[src/shared/ubfc_pkg.sv]
// Constants and types shared by the baud and frame configuration block
package ubfc_pkg;

  // Bus and datapath widths
  localparam int DATA_W    = 8;
  localparam int ADDR_W    = 3;
  localparam int DIV_W     = 12;
  localparam int CHAR_W    = 9;
  localparam int PH_W      = 4;
  localparam int CNT_W     = 4;
  localparam int FIFO_DEPTH = 16;

  // Register offsets
  localparam logic [ADDR_W-1:0] ADDR_DIV_LOW = 3'h0;
  localparam logic [ADDR_W-1:0] ADDR_SHARED  = 3'h1;
  localparam logic [ADDR_W-1:0] ADDR_CTRL_B  = 3'h2;
  localparam logic [ADDR_W-1:0] ADDR_STATUS  = 3'h3;
  localparam logic [ADDR_W-1:0] ADDR_TX_DATA = 3'h4;
  localparam logic [ADDR_W-1:0] ADDR_RX_DATA = 3'h5;

  // Frame control fields (shared address, select bit set)
  localparam int FC_SEL    = 7;
  localparam int FC_SYNC   = 6;
  localparam int FC_CSZ_HI = 2;
  localparam int FC_CSZ_LO = 1;
  localparam int FC_POL    = 0;

  // Serial control b fields
  localparam int CB_CSZ_TOP = 0;
  localparam int CB_DSPEED  = 1;
  localparam int CB_CLKDIR  = 2;
  localparam int CB_TX_EN   = 3;
  localparam int CB_RX_EN   = 4;
  localparam int CB_TX_BIT8 = 5;

  // Status fields
  localparam int ST_TX_READY = 0;
  localparam int ST_RX_FULL  = 1;
  localparam int ST_TX_BUSY  = 2;
  localparam int ST_RX_BIT8  = 3;
  localparam int ST_OVERRUN  = 4;

  // Divisor high byte layout
  localparam int DIV_HI_LSB = 8;
  localparam int DIV_HI_W   = 4;

  // Reset values
  localparam logic [DIV_W-1:0]  RST_DIV = 12'h000;
  localparam logic [DATA_W-1:0] RST_FC  = 8'h06;
  localparam logic [DATA_W-1:0] RST_CB  = 8'h00;

  // Last phase index of the async recovery state machines (16 and 8 states)
  localparam logic [PH_W-1:0] LAST_PH_NORM   = 4'hf;
  localparam logic [PH_W-1:0] LAST_PH_DSPEED = 4'h7;

  // Character size codes and bit counts
  localparam logic [2:0] CSZ_5 = 3'h0;
  localparam logic [2:0] CSZ_6 = 3'h1;
  localparam logic [2:0] CSZ_7 = 3'h2;
  localparam logic [2:0] CSZ_8 = 3'h3;
  localparam logic [2:0] CSZ_9 = 3'h7;
  localparam logic [CNT_W-1:0] BITS_5 = 4'h5;
  localparam logic [CNT_W-1:0] BITS_6 = 4'h6;
  localparam logic [CNT_W-1:0] BITS_7 = 4'h7;
  localparam logic [CNT_W-1:0] BITS_8 = 4'h8;
  localparam logic [CNT_W-1:0] BITS_9 = 4'h9;

  // Frame sequencer states, Gray along idle-start-data-stop
  typedef enum logic [1:0] {
    FR_IDLE  = 2'b00,
    FR_START = 2'b01,
    FR_DATA  = 2'b11,
    FR_STOP  = 2'b10
  } ubfc_fsm_t;

endpackage

[src/verilog/ubfc_top.sv]
// Baud generator, frame configuration and serial engine with transmit FIFO
`timescale 1ns/100ps
`default_nettype none

module ubfc_fifo #(
  parameter int W     = 9,
  parameter int DEPTH = 16
) (
  // Clock and reset
  input  wire logic         sys_clk,
  input  wire logic         rst,
  // Filling side
  input  wire logic         in_valid,
  output logic              in_ready,
  input  wire logic [W-1:0] in_data,
  // Draining side
  output logic              out_valid,
  input  wire logic         out_ready,
  output logic      [W-1:0] out_data
);
  localparam int AW = $clog2(DEPTH);

  typedef struct packed {
    logic [DEPTH-1:0][W-1:0] mem;
    logic [AW-1:0]           wp;
    logic [AW-1:0]           rp;
    logic [AW:0]             count;
  } ubfc_fifo_state_t;

  ubfc_fifo_state_t s_r;
  ubfc_fifo_state_t s_nxt;
  logic             push;
  logic             pop;

  assign in_ready  = (s_r.count != DEPTH[AW:0]);
  assign out_valid = (s_r.count != '0);
  assign out_data  = s_r.mem[s_r.rp];
  assign push      = in_valid && in_ready;
  assign pop       = out_valid && out_ready;

  always_comb
  begin
    s_nxt = s_r;
    if (push)
    begin
      s_nxt.mem[s_r.wp] = in_data;
      s_nxt.wp = s_r.wp + 1'b1;
    end
    if (pop)
      s_nxt.rp = s_r.rp + 1'b1;
    if (push && !pop)
      s_nxt.count = s_r.count + 1'b1;
    else if (pop && !push)
      s_nxt.count = s_r.count - 1'b1;
  end

  always_ff @(posedge sys_clk or posedge rst)
  begin
    if (rst)
      s_r <= '0;
    else
      s_r <= s_nxt;
  end
endmodule

// What this block does
// - Baud down-counter reloads divisor at zero and on low divisor byte write.
// - Each zero count emits one baud tick, rate clock over divisor plus one.
// - Transmit bit clock is baud tick divided by 16 or 8 in async mode and by 2 as sync master.
// - Async receiver steps 8 or 16 states from baud tick, chosen by double-speed bit.
// - Internal baud clock serves async mode and sync master mode.
// - Sync master mode drives the generated serial clock on the clock pin.
// - Size code gives 5,6,7,8 or 9 data bits; codes 100 to 110 reserved.
// - Polarity 0 launches on rising and samples on falling edge; 1 swaps.
// - Divisor high byte and frame control share one address, top bit selects.
// - Reading divisor high byte returns zero in the select bit.
module ubfc_top
  import ubfc_pkg::*;
#(
  parameter int TX_FIFO_DEPTH = FIFO_DEPTH
) (
  // Clock and reset
  input  wire logic              sys_clk,
  input  wire logic              rst,
  // Register port
  input  wire logic [ADDR_W-1:0] reg_addr,
  input  wire logic [DATA_W-1:0] reg_wdata,
  input  wire logic              reg_wr,
  input  wire logic              reg_rd,
  output logic      [DATA_W-1:0] reg_rdata,
  // Serial data pins
  input  wire logic              rxd,
  output logic                   txd,
  // Serial clock pin
  input  wire logic              xck_in,
  output logic                   xck_out,
  output logic                   xck_oe,
  // Flow and timing
  output logic                   tx_fifo_ready,
  output logic                   baud_tick
);

  typedef struct packed {
    logic [DIV_W-1:0]  cnt;
    logic [DIV_W-1:0]  div;
    logic [DATA_W-1:0] fc;
    logic [DATA_W-1:0] cb;
    logic              rxd_s1;
    logic              rxd_s2;
    logic              xck_s1;
    logic              xck_s2;
    logic              xck_s3;
    logic              xck_r;
    logic [PH_W-1:0]   tx_ph;
    ubfc_fsm_t         tx_st;
    logic [CHAR_W-1:0] tx_sh;
    logic [CNT_W-1:0]  tx_n;
    logic              txd;
    logic [PH_W-1:0]   rx_ph;
    ubfc_fsm_t         rx_st;
    logic [CHAR_W-1:0] rx_sh;
    logic [CNT_W-1:0]  rx_n;
    logic [CHAR_W-1:0] rx_data;
    logic              rx_full;
    logic              ovr;
    logic [DATA_W-1:0] rdata;
  } ubfc_state_t;

  localparam ubfc_state_t ST_RESET = '{
    div:     RST_DIV,
    cnt:     RST_DIV,
    fc:      RST_FC,
    cb:      RST_CB,
    txd:     1'b1,
    // Line idles high, so the synchroniser starts there to avoid a false start
    rxd_s1:  1'b1,
    rxd_s2:  1'b1,
    tx_st:   FR_IDLE,
    rx_st:   FR_IDLE,
    default: '0
  };

  ubfc_state_t       s_r;
  ubfc_state_t       s_nxt;
  logic              fifo_valid;
  logic              fifo_pop;
  logic [CHAR_W-1:0] fifo_data;
  logic              fifo_push;

  // Frame length lookup; reserved codes fall back to eight bits
  function automatic logic [CNT_W-1:0] char_bits(input logic [2:0] code);
    logic [CNT_W-1:0] n;
    n = BITS_8;
    unique case (code)
      CSZ_5:   n = BITS_5;
      CSZ_6:   n = BITS_6;
      CSZ_7:   n = BITS_7;
      CSZ_8:   n = BITS_8;
      CSZ_9:   n = BITS_9;
      default: n = BITS_8;
    endcase
    return n;
  endfunction

  logic             tick;
  logic             sync_mode;
  logic             master;
  logic             int_rise;
  logic             int_fall;
  logic             ext_rise;
  logic             ext_fall;
  logic             clk_rise;
  logic             clk_fall;
  logic             launch;
  logic             sample;
  logic [PH_W-1:0]  last_ph;
  logic [PH_W-1:0]  mid_ph;
  logic             tx_step;
  logic             rx_sample;
  logic [CNT_W-1:0] nbits;

  always_comb
  begin
    tick      = (s_r.cnt == '0);
    sync_mode = s_r.fc[FC_SYNC];
    master    = s_r.cb[CB_CLKDIR];
    nbits     = char_bits({s_r.cb[CB_CSZ_TOP], s_r.fc[FC_CSZ_HI:FC_CSZ_LO]});
    int_rise  = tick && !s_r.xck_r;
    int_fall  = tick && s_r.xck_r;
    ext_rise  = s_r.xck_s2 && !s_r.xck_s3;
    ext_fall  = !s_r.xck_s2 && s_r.xck_s3;
    clk_rise  = master ? int_rise : ext_rise;
    clk_fall  = master ? int_fall : ext_fall;
    launch    = s_r.fc[FC_POL] ? clk_fall : clk_rise;
    sample    = s_r.fc[FC_POL] ? clk_rise : clk_fall;
    last_ph   = s_r.cb[CB_DSPEED] ? LAST_PH_DSPEED : LAST_PH_NORM;
    mid_ph    = last_ph >> 1;
    // divide by 16 or 8 async, by 2 as sync master; sync slave steps on the clock pin
    tx_step   = sync_mode ? launch : (tick && s_r.tx_ph == last_ph);
    rx_sample = sync_mode ? sample : (tick && s_r.rx_ph == mid_ph);
  end

  assign fifo_push     = reg_wr && (reg_addr == ADDR_TX_DATA);
  assign fifo_pop      = (s_r.tx_st == FR_IDLE) && tx_step && s_r.cb[CB_TX_EN];
  assign txd           = s_r.txd;
  assign baud_tick     = tick;
  assign reg_rdata     = s_r.rdata;
  // drive clock only as sync master
  assign xck_out       = s_r.xck_r;
  assign xck_oe        = sync_mode && master;

  // A full FIFO drops the write; software polls tx_fifo_ready or status first
  ubfc_fifo #(
    .W     (CHAR_W),
    .DEPTH (TX_FIFO_DEPTH)
  ) u_tx_fifo (
    .sys_clk   (sys_clk),
    .rst       (rst),
    .in_valid  (fifo_push),
    .in_ready  (tx_fifo_ready),
    .in_data   ({s_r.cb[CB_TX_BIT8], reg_wdata}),
    .out_valid (fifo_valid),
    .out_ready (fifo_pop),
    .out_data  (fifo_data)
  );

  always_comb
  begin
    s_nxt = s_r;
    // Pins pass two flops, the clock pin a third; only the second and third stage feed logic
    s_nxt.rxd_s1 = rxd;
    s_nxt.rxd_s2 = s_r.rxd_s1;
    s_nxt.xck_s1 = xck_in;
    s_nxt.xck_s2 = s_r.xck_s1;
    s_nxt.xck_s3 = s_r.xck_s2;

    if (tick)
      s_nxt.cnt = s_r.div;
    else
      s_nxt.cnt = s_r.cnt - 1'b1;
    if (tick)
      s_nxt.xck_r = !s_r.xck_r;
    if (tick)
      s_nxt.tx_ph = (s_r.tx_ph == last_ph) ? '0 : s_r.tx_ph + 1'b1;
    if (tick)
      s_nxt.rx_ph = (s_r.rx_ph == last_ph) ? '0 : s_r.rx_ph + 1'b1;

    // Register writes
    if (reg_wr)
    begin
      unique case (reg_addr)
        ADDR_DIV_LOW:
        begin
          s_nxt.div[DIV_HI_LSB-1:0] = reg_wdata;
          s_nxt.cnt = {s_r.div[DIV_W-1:DIV_HI_LSB], reg_wdata};
        end
        ADDR_SHARED:
        begin
          if (reg_wdata[FC_SEL])
            s_nxt.fc = reg_wdata;
          else
            s_nxt.div[DIV_W-1:DIV_HI_LSB] = reg_wdata[DIV_HI_W-1:0];
        end
        ADDR_CTRL_B:
          s_nxt.cb = reg_wdata;
        default:
          s_nxt.cb = s_r.cb;
      endcase
    end

    // Register reads; data stand only in the following cycle
    s_nxt.rdata = '0;
    if (reg_rd)
    begin
      unique case (reg_addr)
        ADDR_DIV_LOW:
          s_nxt.rdata = s_r.div[DIV_HI_LSB-1:0];
        ADDR_SHARED:
          s_nxt.rdata = {{(DATA_W-DIV_HI_W){1'b0}}, s_r.div[DIV_W-1:DIV_HI_LSB]};
        ADDR_CTRL_B:
          s_nxt.rdata = s_r.cb;
        ADDR_STATUS:
        begin
          s_nxt.rdata[ST_TX_READY] = tx_fifo_ready;
          s_nxt.rdata[ST_RX_FULL]  = s_r.rx_full;
          s_nxt.rdata[ST_TX_BUSY]  = (s_r.tx_st != FR_IDLE) || fifo_valid;
          s_nxt.rdata[ST_RX_BIT8]  = s_r.rx_data[CHAR_W-1];
          s_nxt.rdata[ST_OVERRUN]  = s_r.ovr;
        end
        ADDR_RX_DATA:
        begin
          s_nxt.rdata   = s_r.rx_data[DATA_W-1:0];
          s_nxt.rx_full = 1'b0;
          s_nxt.ovr     = 1'b0;
        end
        default:
          s_nxt.rdata = '0;
      endcase
    end

    // Transmit sequencer, LSB first, one stop bit
    if (tx_step)
    begin
      unique case (s_r.tx_st)
        FR_IDLE:
          if (fifo_pop && fifo_valid)
          begin
            s_nxt.tx_sh = fifo_data;
            s_nxt.txd   = 1'b0;
            s_nxt.tx_st = FR_START;
          end
        FR_START:
        begin
          s_nxt.txd   = s_r.tx_sh[0];
          s_nxt.tx_sh = s_r.tx_sh >> 1;
          s_nxt.tx_n  = '0;
          s_nxt.tx_st = FR_DATA;
        end
        FR_DATA:
          if (s_r.tx_n == nbits - 1'b1)
          begin
            s_nxt.txd   = 1'b1;
            s_nxt.tx_st = FR_STOP;
          end
          else
          begin
            s_nxt.txd   = s_r.tx_sh[0];
            s_nxt.tx_sh = s_r.tx_sh >> 1;
            s_nxt.tx_n  = s_r.tx_n + 1'b1;
          end
        FR_STOP:
          s_nxt.tx_st = FR_IDLE;
      endcase
    end

    // Receive sequencer; async start re-aligns the phase counter
    unique case (s_r.rx_st)
      FR_IDLE:
        if (s_r.cb[CB_RX_EN] && !s_r.rxd_s2)
        begin
          if (!sync_mode)
          begin
            s_nxt.rx_ph = '0;
            s_nxt.rx_st = FR_START;
          end
          else if (rx_sample)
          begin
            s_nxt.rx_n  = '0;
            s_nxt.rx_st = FR_DATA;
          end
        end
      FR_START:
        // Mid-bit check rejects a false start
        if (rx_sample)
        begin
          s_nxt.rx_n  = '0;
          s_nxt.rx_st = s_r.rxd_s2 ? FR_IDLE : FR_DATA;
        end
      FR_DATA:
        if (rx_sample)
        begin
          s_nxt.rx_sh = {s_r.rxd_s2, s_r.rx_sh[CHAR_W-1:1]};
          s_nxt.rx_n  = s_r.rx_n + 1'b1;
          if (s_r.rx_n == nbits - 1'b1)
            s_nxt.rx_st = FR_STOP;
        end
      FR_STOP:
        if (rx_sample)
        begin
          // New data wins over a read-clear in the same cycle
          s_nxt.rx_data = s_r.rx_sh >> (CNT_W'(CHAR_W) - nbits);
          s_nxt.rx_full = 1'b1;
          if (s_r.rx_full && !(reg_rd && reg_addr == ADDR_RX_DATA))
            s_nxt.ovr = 1'b1;
          s_nxt.rx_st = FR_IDLE;
        end
    endcase
  end

  always_ff @(posedge sys_clk or posedge rst)
  begin
    if (rst)
      s_r <= ST_RESET;
    else
      s_r <= s_nxt;
  end

endmodule

`default_nettype wire

[config.mk]
export PLATFORM = sky130hd
export DESIGN_NAME = ubfc_top
export DESIGN_NICKNAME = d
export VERILOG_FILES = /design/src/shared/ubfc_pkg.sv /design/src/verilog/ubfc_top.sv
export SDC_FILE = /design/constraint.sdc
export NUM_CORES = 1
export LEC_CHECK = 0
export BUFFER_PORTS_ARGS = -buffer_cell sky130_fd_sc_hd__buf_2
export CORE_ASPECT_RATIO = 1.2
export CORE_UTILIZATION = 31
export CTS_CLUSTER_SIZE = 30
export DETAILED_ROUTE_END_ITERATION = 8
export PLACE_DENSITY_LB_ADDON = 0.08
export SLEW_MARGIN = 0
export SYNTH_ARGS = -nofsm -noshare
export SYNTH_HDL_FRONTEND = slang
export SYNTH_HIERARCHICAL = 1
export SYNTH_SLANG_ARGS = --single-unit
[constraint.sdc]
create_clock -name sys_clk -period 6.05 [get_ports sys_clk]
set_clock_uncertainty 0.2 [all_clocks]
set_input_delay 0.3025 -clock sys_clk [delete_from_list [all_inputs] [get_ports sys_clk]]
set_output_delay 0.3025 -clock sys_clk [all_outputs]
set_load 0.03 [all_outputs]
# Word level (Yosys, flattened, before mapping)
# Cells that the tools add are included.
# word_totals
ramBits	0
mem_bits_ro	0
wordCells	196
output_inout_bits	13
mem_count	0
latch_bits	0
inputBits	17
ff_bits	261
# op_classes
n_reduce_logical	49
shift	1
bitwise_logic	1
multipliers	0
n_lt_le_gt_ge	3
div	0
eq_ne	30
n_mux	58
add_sub_neg	11
# ops
cell	count
bitwise mux 144 bit	1
two-way mux 4 bit	11
two-way mux 40 bit	1
binary-select mux 9 bit (select 4 bit)	1
demux 9 bit (select 4 bit)	1
two-way mux 8 bit	4
case mux 9 bit (3 select lines)	1
case mux 5 bit (5 select lines)	1
adder 4 x 1 -> 4 bit, second input constant	6
two-way mux 12 bit	2
two-way mux 2 bit	10
logical AND 1 bit	18
two-way mux 9 bit	2
== test 4 bit	4
inequality test 2 bit, second input constant	8
case mux 2 bit (4 select lines)	2
case mux 4 bit (4 select lines)	1
two-way mux 15 bit	1
AND reduction 3 bit	5
two-way mux 13 bit	1
logical NOT 12 bit	1
case mux 4 bit (3 select lines)	1
subtractor 12 x 1 -> 12 bit, second input constant	1
two-way mux 11 bit	1
34 further kinds	68

# Logic depth before layout (Yosys ltp)
# depth
depth_word	11
mapped_depth	20
mapped_depth_nobuf	17

# Cells and area by module
# Netlist, hierarchy kept.
# modules_own_cells
mod	instances	seq_area_each_um2	area_per_inst_um2	cells_each
ubfc_fifo	1	3928.8	7531.0	520
ubfc_top	1	2508.7	5240.0	521

# Least setup slack after synthesis
# Ideal clock, no wire load.
# synth_timing
kind	flip-flop to flip-flop
start	reg, netlist name s_r[92]
end	reg u_tx_fifo/s_r[4] (netlist bit)
t_required_ps	5770
path_slack_ps	2094
period_less_slack_ps	3956
stages_incl_launch_ff	21
setup_ps	80
arrival_ps	3676
n_path_buf	3
cell_sequence	dfrtp_1 -> inv_1 -> ha_1 -> or3b_1 -> clkbuf_1 -> or3_1 -> buf_6 -> clkinv_8 -> a32oi_1 -> nand2_1 -> buf_2 -> and4b_1 -> and2_1 -> inv_1 -> ha_1 -> inv_1 -> ha_1 -> a21o_1 -> a21oi_1 -> mux2i_1 -> xnor2_1
# synth_lines
element	line_no	source
to (signal assigned)	ubfc_top.sv:62	s_r <= s_nxt;
to (decl)	ubfc_top.sv:30	ubfc_fifo_state_t s_r;

==> impl_metrics.json <==
{
  "n_antenna_cell": 0,
  "clock.fmax_ghz": 0.212,
  "seq_area_frac_synth_pct": 50.4,
  "p_total_w": 0.00581,
  "yosysTopAreaCellShare_pct": 49.4,
  "min_path_type": "primary input to flop",
  "r2r_slack_ns": 1.32,
  "slew_violations": 0,
  "portBuffers": 29,
  "synth_edf_count": 0,
  "critPathBufInv": 5,
  "leakage_nw": 6.59,
  "crit_type": "flop to flop",
  "die_area_um2": 42000,
  "cp.arrival_ns": 5.01,
  "slowest_delay_ns": 0.71,
  "clock_latency_ns": 0.57,
  "routed_wl_um": 33000,
  "wire_per_inst_um": 20.5,
  "yosys.area_share.simple_pct": 9.95,
  "ys.flop_type": "dfrtp_1",
  "min_to": "s_r[84]$_DFFE_PP0P_",
  "synth_fa_ha_area_share_pct": 1.82,
  "numCtsBuffers": 31,
  "gp_congestion": 0.775,
  "yosysMostFrequentCell": "dfrtp_1",
  "rr_worst_depth": 18,
  "synthTopCellsByArea": "dfrtp_1, mux2_2, mux2i_1",
  "synth_compound_area_share_pct": 7.87,
  "rr_startpoint": "s_r[92]$_DFF_PP0_",
  "cts_tree": "built",
  "cp_cell_sequence": "inv_1 > ha_1 > or3b_1 > or3_1 > clkinv_8 > a32oi_1 > nand2_1 > buf_4 > and4b_1 > and2_1 > inv_1 > ha_1 > inv_1 > ha_1 > a21o_1 > a21oi_1 > mux2i_1 > xnor2_1",
  "synthArstFlopShare_pct": 100,
  "worstSetupEndpointType": "flop",
  "initial_core_util_pct": 31.4,
  "final_area_um2": 14400,
  "vias_per_cell": 4.97,
  "antenna_found_initial": 0,
  "num_vias": 8012,
  "critical_path.startpoint_type": "flop",
  "path_max_fanout": 21,
  "synth_warnings": 6,
  "cap_violations": 0,
  "pin_count": 30,
  "required_ns": 6.34,
  "finalCritPeriodShare_pct": 78.1,
  "yosys_register_bits": 257,
  "syn_nets": 1076,
  "cts.sinks": 257,
  "grt_overflow": 0,
  "slowest_stage": "or3_1",
  "rows": 81,
  "initialDrtViolationCount": 288,
  "setup_viol": 0,
  "h-tree-depth": 1,
  "yosys-top-cells-count": "dfrtp_1, mux2_2, nand2_1, mux2i_1, o21ai_0",
  "status": "complete, no violations",
  "muxShareOfSynthArea_pct": 24.0,
  "slew_headroom_pct": 35.2,
  "yosys.cell_types.count": 68,
  "synthCells": 1041,
  "drc_errors": 0,
  "clk_pin_slew_ns": 0.06,
  "hold_viol_final": 0,
  "drive_gt1_share_pct": 30.4,
  "synth_xor_area_share_pct": 2.40,
  "coreArea_um2": 40600,
  "finalSetupTns_ns": 0,
  "grt_first_pass_wirelength_um": 52200,
  "ctsLongestPathBuffers": 3,
  "peakVddDrop_mv": 0.224,
  "nets": 1086,
  "ant_nets": 0,
  "dr.pass1.iters": 4,
  "post-cts-setup-buffers": 0,
  "period_needed_ns": 4.73,
  "cp_top_family": "simple AND/OR/NAND/NOR gates",
  "yosys.area.top_type": "dfrtp_1",
  "multi_input_area_um2": 5890,
  "grt_pass1_vias": 8536,
  "avgSynthCellArea_um2": 12.3,
  "grt.total_usage_pct": 16.2,
  "hpwl_um": 22100,
  "netlist_area_um2": 12800,
  "area_growth_pct": 12.7,
  "min_path_cells": 3,
  "regArea_um2": 6440,
  "crit-reg2reg-capture": "u_tx_fifo/s_r[4]$_DFFE_PP0P_",
  "rsz0062_at_grt": "no",
  "fill_cells": 4008,
  "hp-start": "reg_wdata[4]",
  "worstMarginPinSlew_ns": 0.967,
  "place_area_um2": 13300,
  "root_buffer": "clkbuf_16",
  "die_h_um": 224,
  "grt_max_degree": 70,
  "powerDensity_nw_per_um2": 404,
  "dieWidth_um": 187,
  "synth_top_family_by_area": "multiplexers"
}
## metal layers
layer	vias to the layer above	wire length [µm]	global-route usage, %
met5	-	0	0
met4	0	988	5.82
met3	51	1030	2.12
met2	98	16400	28.1
met1	4077	14600	20.5
li1	3786	-	-
## what timing repair did
| item | 4_1_cts | 5_1_grt |
|---|---|---|
| resized for setup | 0 | 0 |
| hold buffers | 6 | 0 |
| endpoints found under the hold margin | 90 | 0 |
## report_power, final
part	switching (W)	internal, W	leakage, nW	total (W)
logic	0.000744	0.000722	2.68	0.00147
clock network	0.000732	0.00110	0.499	0.00183
registers	0.000381	0.00213	3.41	0.00251
total	0.00186	0.00396	6.59	0.00581
## logic make-up (layout without fill, tap and decap cells)
kind of cell / count (synthesis) / count (layout)
compound gates: 159 / 159
xor+xnor: 35 / 35
fa+ha+maj: 18 / 18
buf+inv: 91 / 124
flops: 257 / 257
mux: 257 / 257
simple gates: 224 / 224
## worst max path at each step
stage                            startpoint                            to  slack (ns)  cells past startpoint
after detailed placement  s_r[92]$_DFF_PP0_  u_tx_fifo/s_r[4]$_DFFE_PP0P_        1.36                     18
after floorplan                         rst  u_tx_fifo/s_r[0]$_DFFE_PP0P_        1.31                      1
after global placement    s_r[92]$_DFF_PP0_  u_tx_fifo/s_r[4]$_DFFE_PP0P_        1.44                     18
final                     s_r[92]$_DFF_PP0_  u_tx_fifo/s_r[4]$_DFFE_PP0P_        1.32                     18
after global routing      s_r[92]$_DFF_PP0_  u_tx_fifo/s_r[4]$_DFFE_PP0P_        0.98                     18
after CTS                 s_r[92]$_DFF_PP0_  u_tx_fifo/s_r[4]$_DFFE_PP0P_        1.29                     18
## through the flow
step / setup slack (ns) / utilization (%) / instances / hold slack [ns]
after floorplan: 1.31 / - / 1041 / 0.107
after global placement: 1.44 / 32.8 / 1551 / 0.146
after detailed placement: 1.36 / 32.8 / 1551 / 0.145
after CTS: 1.29 / 35.4 / 1613 / 0.00621
after global routing: 0.980 / 35.4 / 1613 / 0.0197
final: 1.32 / 35.4 / 1613 / 0.00976
## area by class of cell
| type | instances | share of cell area (%) |
|---|---|---|
| multi-input combinational | 693 | 40.9 |
| clock inverter | 6 | 0.408 |
| inverter | 24 | 0.765 |
| timing repair buffer | 44 | 1.89 |
| tap | 539 | 4.68 |
| sequential | 257 | 44.7 |
| clock buffer | 50 | 6.58 |
## registers in the layout, indices dropped and copies added, names as in the netlist
| signal | count |
|---|---|
| reg_rdata | 8 |
| txd | 1 |
| master | 1 |
| s_nxt | 3 |
| xck_out | 1 |
| s_r | 86 |
| u_tx_fifo/s_r | 157 |
## worst reg2reg max path: stages, from the launching register on
cell	delay [ns]
dfrtp_1	0.41
inv_1	0.07
ha_1	0.18
or3b_1	0.49
or3_1	0.71
clkinv_8	0.21
a32oi_1	0.08
nand2_1	0.12
buf_4	0.24
and4b_1	0.22
and2_1	0.19
inv_1	0.10
ha_1	0.23
inv_1	0.16
ha_1	0.27
a21o_1	0.19
a21oi_1	0.19
mux2i_1	0.26
xnor2_1	0.14
## cell usage in the layout, fill, tap and decap left out, types with 9 or more instances in the layout
master / count
clkbuf_16: 31
buf_4: 9
dfrtp_1: 251
nor2_1: 35
a22oi_1: 18
clkbuf_8: 10
xor2_1: 9
buf_2: 29
mux4_2: 21
clkbuf_1: 9
inv_1: 19
nand2_1: 100
mux2_2: 186
xnor2_1: 26
a221oi_1: 9
o21ai_0: 45
a21oi_1: 39
ha_1: 17
a31oi_1: 13
nor2b_1: 13
nand3_4: 12
mux2i_1: 50
Note: power is estimated with default switching activity, not from simulation.
